## config.mk

```make
export PLATFORM = sky130hd
export DESIGN_NAME = wwd_watchdog
export DESIGN_NICKNAME = d
export VERILOG_FILES = /design/src/rtl/wwd_pkg.sv /design/src/rtl/wwd_watchdog.sv /design/src/rtl/wwd_prescaler.sv
export SDC_FILE = /design/constraint.sdc
export NUM_CORES = 1
export LEC_CHECK = 0
export BUFFER_PORTS_ARGS = -buffer_cell sky130_fd_sc_hd__buf_2
export CAP_MARGIN = 20
export CORE_MARGIN = 2
export CORE_UTILIZATION = 35
export CTS_CLUSTER_DIAMETER = 80
export DETAILED_ROUTE_END_ITERATION = 12
export HOLD_SLACK_MARGIN = 0.08
export SYNTH_ARGS = -nofsm -noshare
export SYNTH_HDL_FRONTEND = slang
export SYNTH_SLANG_ARGS = --single-unit
export TNS_END_PERCENT = 10
```

## constraint.sdc

```tcl
create_clock -name clk -period 9.5 [get_ports clk]
set_clock_uncertainty 0.2 [all_clocks]
set_input_delay 2.85 -clock clk [delete_from_list [all_inputs] [get_ports clk]]
set_output_delay 2.85 -clock clk [all_outputs]
set_load 0.01 [all_outputs]
```

## src/rtl/wwd_pkg.sv

```systemverilog
// Windowed watchdog constants and carrier types
// Contract
// - Enabled watchdog resets the chip unless reloaded before the time-out elapses.
// - With window selected, a reload above the window value is a fault.
// - Warning interrupt flags when the counter reaches the programmed warning value.
// - Software can enable; only hardware reset or watchdog event disables.
// - A wrong feed sequence causes reset, or interrupt when reset is off.
// - Readable flag set when the watchdog caused the chip reset.
// - Time-out counter is a 24-bit down-counter behind a prescaler.
// - Time-out spans 256 to 2^24 ticks of four watchdog clocks.
// - Watchdog clock selects internal RC or dedicated watchdog oscillator.
// - Watchdog reset output is one of the chip reset sources.
package wwd_pkg;
    localparam int          WWD_CNT_W     = 24;
    localparam int          WWD_PRESCALE  = 4;
    localparam logic [23:0] WWD_TC_MIN    = 24'h0000ff;
    localparam logic [23:0] WWD_TC_RST    = 24'h0000ff;
    localparam logic [23:0] WWD_WIN_RST   = 24'hffffff;
    localparam logic [23:0] WWD_WARN_RST  = 24'h000000;
    localparam logic [7:0]  WWD_FEED_1ST  = 8'haa;
    localparam logic [7:0]  WWD_FEED_2ND  = 8'h55;

    typedef enum logic [1:0] {
        WWD_CLK_RC  = 2'b00,
        WWD_CLK_OSC = 2'b01
    } wwd_clksel_t;

    typedef enum logic [1:0] {
        WWD_FEED_IDLE = 2'b00,
        WWD_FEED_HALF = 2'b01
    } wwd_feed_t;

    typedef struct packed {
        logic        reset_en;
        logic [23:0] timeout;
        logic [23:0] window;
        logic [23:0] warn;
    } wwd_cfg_t;

    typedef struct packed {
        logic        enabled;
        logic        timeout_flag;
        logic        warn_flag;
        logic        wdreset_flag;
        logic [23:0] count;
    } wwd_stat_t;
endpackage : wwd_pkg

```

## src/rtl/wwd_watchdog.sv

```systemverilog
// Windowed watchdog timer core
`timescale 1ns/1ps
module wwd_watchdog
    import wwd_pkg::*;
(
    // Clock and reset
    input  wire logic        clk,
    input  wire logic        reset,
    // Watchdog clock sources as one-cycle enables
    input  wire logic        rc_tick,
    input  wire logic        osc_tick,
    input  wire wwd_clksel_t clk_sel,
    // Configuration and control
    input  wire wwd_cfg_t    cfg,
    input  wire logic        enable_req,
    input  wire logic        reset_en_req,
    input  wire logic        feed_valid,
    input  wire logic [7:0]  feed_data,
    input  wire logic        timeout_clr,
    input  wire logic        warn_clr,
    input  wire logic        wdreset_clr,
    // Status and events
    output wwd_stat_t        stat,
    output logic             wd_int,
    output logic             wd_reset_out
);
    wwd_feed_t   feed_st_r;
    logic        en_r;
    logic        rst_en_r;
    logic [23:0] cnt_r;
    logic        tmo_flag_r;
    logic        warn_flag_r;
    logic        wdrst_flag_r;
    logic        wdrst_r;
    logic        wd_tick;
    logic        dec_tick;
    logic        feed_ok;
    logic        feed_bad;
    logic        fault;
    logic        expire;
    logic [23:0] load_val;

    // Clock source choice
    assign wd_tick = (clk_sel == WWD_CLK_OSC) ? osc_tick : rc_tick;

    wwd_prescaler #(.DIV(WWD_PRESCALE)) u_pre (
        .clk      (clk),
        .reset    (reset),
        .clr      (!en_r),
        .tick_in  (wd_tick),
        .tick_out (dec_tick)
    );

    // Short time-outs are clamped so the period never drops under 256 ticks
    assign load_val = (cfg.timeout < WWD_TC_MIN) ? WWD_TC_MIN : cfg.timeout;

    // Feed sequence: first word then second word on the very next cycle
    always_ff @(posedge clk or posedge reset) begin
        if (reset) begin
            feed_st_r <= WWD_FEED_IDLE;
        end else if (feed_valid && feed_st_r == WWD_FEED_IDLE && feed_data == WWD_FEED_1ST) begin
            feed_st_r <= WWD_FEED_HALF;
        end else begin
            feed_st_r <= WWD_FEED_IDLE;
        end
    end

    assign feed_ok  = feed_valid && feed_st_r == WWD_FEED_HALF && feed_data == WWD_FEED_2ND;
    // Broken pair: second half missing, wrong, or a stray word
    assign feed_bad = (feed_st_r == WWD_FEED_HALF && !feed_ok)
                   || (feed_valid && feed_st_r == WWD_FEED_IDLE && feed_data != WWD_FEED_1ST);
    // A good feed while the count is still above the window is too early
    assign fault  = en_r && (feed_bad || (feed_ok && cnt_r > cfg.window));
    assign expire = en_r && dec_tick && cnt_r == 24'h000000;

    // Enable and reset option are sticky; software has no way to clear them
    always_ff @(posedge clk or posedge reset) begin
        if (reset) begin
            en_r     <= 1'b0;
            rst_en_r <= 1'b0;
        end else begin
            if ((expire || fault) && !rst_en_r) begin
                en_r <= 1'b0;
            end else if (enable_req) begin
                en_r <= 1'b1;
            end
            if (reset_en_req) begin
                rst_en_r <= 1'b1;
            end
        end
    end

    // 24-bit down-counter
    always_ff @(posedge clk or posedge reset) begin
        if (reset) begin
            cnt_r <= WWD_TC_RST;
        end else if ((enable_req && !en_r) || (en_r && feed_ok && !fault)) begin
            cnt_r <= load_val;
        end else if (en_r && dec_tick && cnt_r != 24'h000000) begin
            cnt_r <= cnt_r - 24'h000001;
        end
    end

    // Sticky flags; a set in the clear cycle wins
    always_ff @(posedge clk or posedge reset) begin
        if (reset) begin
            tmo_flag_r  <= 1'b0;
            warn_flag_r <= 1'b0;
        end else begin
            if ((expire || fault) && !rst_en_r) begin
                tmo_flag_r <= 1'b1;
            end else if (timeout_clr) begin
                tmo_flag_r <= 1'b0;
            end
            if (en_r && dec_tick && cnt_r == cfg.warn + 24'h000001) begin
                warn_flag_r <= 1'b1;
            end else if (warn_clr) begin
                warn_flag_r <= 1'b0;
            end
        end
    end

    // Chip reset request and record of its cause
    always_ff @(posedge clk or posedge reset) begin
        if (reset) begin
            wdrst_r      <= 1'b0;
            wdrst_flag_r <= 1'b0;
        end else begin
            wdrst_r <= (expire || fault) && rst_en_r;
            if ((expire || fault) && rst_en_r) begin
                wdrst_flag_r <= 1'b1;
            end else if (wdreset_clr) begin
                wdrst_flag_r <= 1'b0;
            end
        end
    end

    assign wd_reset_out      = wdrst_r;
    assign wd_int            = tmo_flag_r || warn_flag_r;
    // One driver for the whole status word
    assign stat              = '{en_r, tmo_flag_r, warn_flag_r, wdrst_flag_r, cnt_r};
endmodule : wwd_watchdog

```

## src/rtl/wwd_prescaler.sv

```systemverilog
// Divide-by-N enable divider for the watchdog clock ticks
`timescale 1ns/1ps
module wwd_prescaler
    import wwd_pkg::*;
#(
    parameter int DIV = WWD_PRESCALE
) (
    // Clock and reset
    input  wire logic clk,
    input  wire logic reset,
    // Ticks
    input  wire logic clr,
    input  wire logic tick_in,
    output logic      tick_out
);
    localparam int          CW   = $clog2(DIV);
    localparam logic [CW-1:0] LAST = CW'(DIV - 1);

    logic [CW-1:0] cnt_r;

    always_ff @(posedge clk or posedge reset) begin
        if (reset) begin
            cnt_r <= '0;
        end else if (clr) begin
            cnt_r <= '0;
        end else if (tick_in) begin
            cnt_r <= (cnt_r == LAST) ? '0 : cnt_r + CW'(1);
        end
    end

    assign tick_out = tick_in && (cnt_r == LAST);
endmodule : wwd_prescaler

```

==> flow_metrics.env <==
export IMPL_reg2reg_depth=7
export IMPL_worstReg2RegStart="cnt_r[8]"
export IMPL_synth_top_area_share=0.181
export IMPL_dieHeight_um=103
export IMPL_status="complete, no violations"
export IMPL_antenna_found_initial=0
export IMPL_yosys_top_cells_area="dfrtp_1 (18%), ha_1 (9.8%), xnor2_1 (7.1%), xor2_1 (6.3%), dfstp_2 (6.1%)"
export IMPL_crit_reg2reg_capture="cnt_r[20]"
export IMPL_max_slew_margin_rel=0.340
export IMPL_synth_top_family_by_area="simple AND/OR/NAND/NOR gates"
export IMPL_drc=0
export IMPL_synth_distinct_cells=58
export IMPL_timing_final_crit_share=0.554
export IMPL_first_pass_iters=4
export IMPL_critPathRequiredTime_ns=9.47
export IMPL_hold_viol=0
export IMPL_syn_area_sq_um=3450
export IMPL_postSynthAreaPerCell_sq_um=8.62
export IMPL_cts_max_level=2
export IMPL_synth_edf_count=0
export IMPL_critPathMaxFanout=7
export IMPL_synth_warnings=0
export IMPL_synth_mux_area_frac=0.0903
export IMPL_endpoint_kind="flip-flop"
export IMPL_grt_first_pass_wirelength_mm=15.5
export IMPL_cts_tree="built"
export IMPL_grt_ovfl_total=0
export IMPL_async_reset_ff_frac=1.00
export IMPL_synth_most_common_cell="inv_1"
export IMPL_path_clk_slew_ns=0.07
export IMPL_synth_compound_area_frac=0.105
export IMPL_final_setup_tns_ns=0
export IMPL_post_cts_setup_buffers=0
export IMPL_rsz0062_at_grt="false"
export IMPL_antenna_left=0
export IMPL_min_delay_start="wdrst_flag_r"
export IMPL_grt_use_total=0.185
export IMPL_final_core_util=0.438
export IMPL_fmaxAchievable_mhz=190
export IMPL_hold_depth=1
export IMPL_peakVddDrop_uv=64.2
export IMPL_drtIter0Drc=133
export IMPL_dieArea_sq_um=10700
export IMPL_power_density_nw_per_um2=170
export IMPL_fin_cells=648
export IMPL_yosysTopAreaCell="dfrtp_1"
export IMPL_numCtsBuffers=5
export IMPL_worst_hold_path_type="reg2reg"
export IMPL_cts_buffer_depth=2
export IMPL_cts_sinks=33
export IMPL_timing_final_crit_period_ns=5.26
export IMPL_die_w_um=103
export IMPL_dr_total_vias=3332
export IMPL_synth_top_cells_by_count="inv_1 (36), nand2_1 (29), xnor2_1 (28)"
export IMPL_start_kind="primary input"
export IMPL_synthSimpleGateAreaFrac=0.260
export IMPL_syn2layout_area_growth_pct=22.9
export IMPL_seq_area_frac_synth=0.242
export IMPL_synthXorXnorAreaFrac=0.135
export IMPL_fin_nets=634
export IMPL_p_leak_nw=2.04
export IMPL_drt_total_wl_mm=9.76
export IMPL_timing_hold_ws_ns=0.311
export IMPL_slew_viol_final=0
export IMPL_whs_endpoint="wdrst_flag_r"
export IMPL_grt_max_degree=34
export IMPL_antenna_cells=0
export IMPL_coreArea_sq_um=9680
export IMPL_routabilityCongestion=0.845
export IMPL_placement_rows=36
export IMPL_ff_latch_area_sq_um=836
export IMPL_via_per_inst=5.14
export IMPL_cts_hold_buffers=0
export IMPL_path_class="in2reg"
export IMPL_ys_flop_type="dfrtp_1"
export IMPL_wl_per_cell_um=15.1
export IMPL_cts_resized=0
export IMPL_regToRegSetupSlack_ns=6.16
export IMPL_num_io_pins=123
export IMPL_fill_cells=1042
export IMPL_max_slew_worst_pin_slew_ns=0.981
export IMPL_cts_root_buf="clkbuf_8"
export IMPL_yosys_register_bits=33
export IMPL_insertion_delay_ns=0.28
export IMPL_layout_drive_gt1_share=0.332
export IMPL_start_util=0.356
export IMPL_grt_pass1_vias=3212
export IMPL_portBuffers=121
export IMPL_dp_cells=640
export IMPL_syn_nets=520
export IMPL_yosys_area_share_adder=0.0980
export IMPL_dp_hpwl_mm=7.91
export IMPL_max_cap_viol_count=0
export IMPL_arrival_ns=5.23
export IMPL_synth_cells=400
export IMPL_multi_input_area_sq_um=2380
export IMPL_setup_viol=0
-- area by class of cell --
type                            instances  area share
Multi-Input combinational cell        315       0.561
Sequential cell                        33       0.197
Timing Repair Buffer                  123       0.146
Tap cell                              133      0.0393
Inverter                               36      0.0319
Clock buffer                            7      0.0227
Clock inverter                          1     0.00118
-- stage by stage --
stage	cell area (sq um)	setup WS, ns	total power, mW
2_1_floorplan	3450	4.16	0.485
3_3_place_gp	4140	4.06	0.597
3_5_place_dp	4140	3.95	0.607
4_1_cts	4240	4.26	0.728
5_1_grt	4240	4.08	0.785
6_report	4240	4.24	0.722
-- how the worst max path moves through the flow --
stage / from / endpoint / slack [ns]
6_report: cfg[7] / warn_flag_r / 4.24
4_1_cts: cfg[7] / warn_flag_r / 4.26
2_1_floorplan: cfg[35] / cnt_r[23] / 4.16
5_1_grt: cfg[7] / warn_flag_r / 4.08
3_5_place_dp: cfg[7] / warn_flag_r / 3.95
3_3_place_gp: cfg[7] / warn_flag_r / 4.06
-- metal layers --
metal	vias to the layer above	GRT usage	share of wire
li1	1658	-	-
met1	1567	0.247	0.45
met2	92	0.313	0.48
met3	15	0.0309	0.054
met4	0	0.0455	0.019
met5	-	0	0
-- state kept, by name, summed over array words and instances (netlist names) --
| signal | count |
|---|---|
| cnt_r | 24 |
| u_pre.cnt_r | 2 |
| en_r | 1 |
| tmo_flag_r | 1 |
| wdrst_flag_r | 1 |
| rst_en_r | 1 |
| warn_flag_r | 1 |
| wd_reset_out | 1 |
| feed_st_r | 1 |
-- report_power, final --
| part | internal (mW) | total [mW] | leakage (nW) | switching (mW) |
|---|---|---|---|---|
| Combinational | 0.162 | 0.323 | 1.60 | 0.161 |
| Sequential | 0.192 | 0.280 | 0.383 | 0.0877 |
| Clock | 0.0655 | 0.118 | 0.0542 | 0.0525 |
-- layout by cell type, fill, tap and decap left out, types with 3 or more instances in the layout --
cell / count
nor3b_1: 4
mux2i_1: 12
dfrtp_1: 25
nor4_1: 18
o21ai_0: 13
a21o_1: 3
nand2b_1: 4
nor2b_1: 6
nor2_1: 22
mux2_2: 17
nand4_1: 9
or3_1: 7
a21oi_1: 18
ha_1: 27
xnor2_1: 28
o211ai_1: 3
nand3_1: 12
dfstp_2: 8
inv_1: 36
and3_1: 4
clkbuf_8: 7
xor2_1: 25
nor4b_1: 3
and2_1: 3
nand2_1: 29
buf_2: 121
nor3_2: 4
or2_2: 3
nor3_1: 5
-- logic make-up after synthesis --
family          count (synthesis)
simple gates                  151
compound gates                 55
xor+xnor                       53
buf+inv                        52
flops                          33
mux                            29
fa+ha+maj                      27
-- worst max-delay path, cell delays in order --
cell      delay [ns]
buf_2           0.14
nand4_1         0.29
nor4_1          0.89
nand2_1         0.24
xor2_1          0.21
a211oi_1        0.10
o221a_2         0.30
a32o_1          0.23
(Power assumes the default switching activity.)
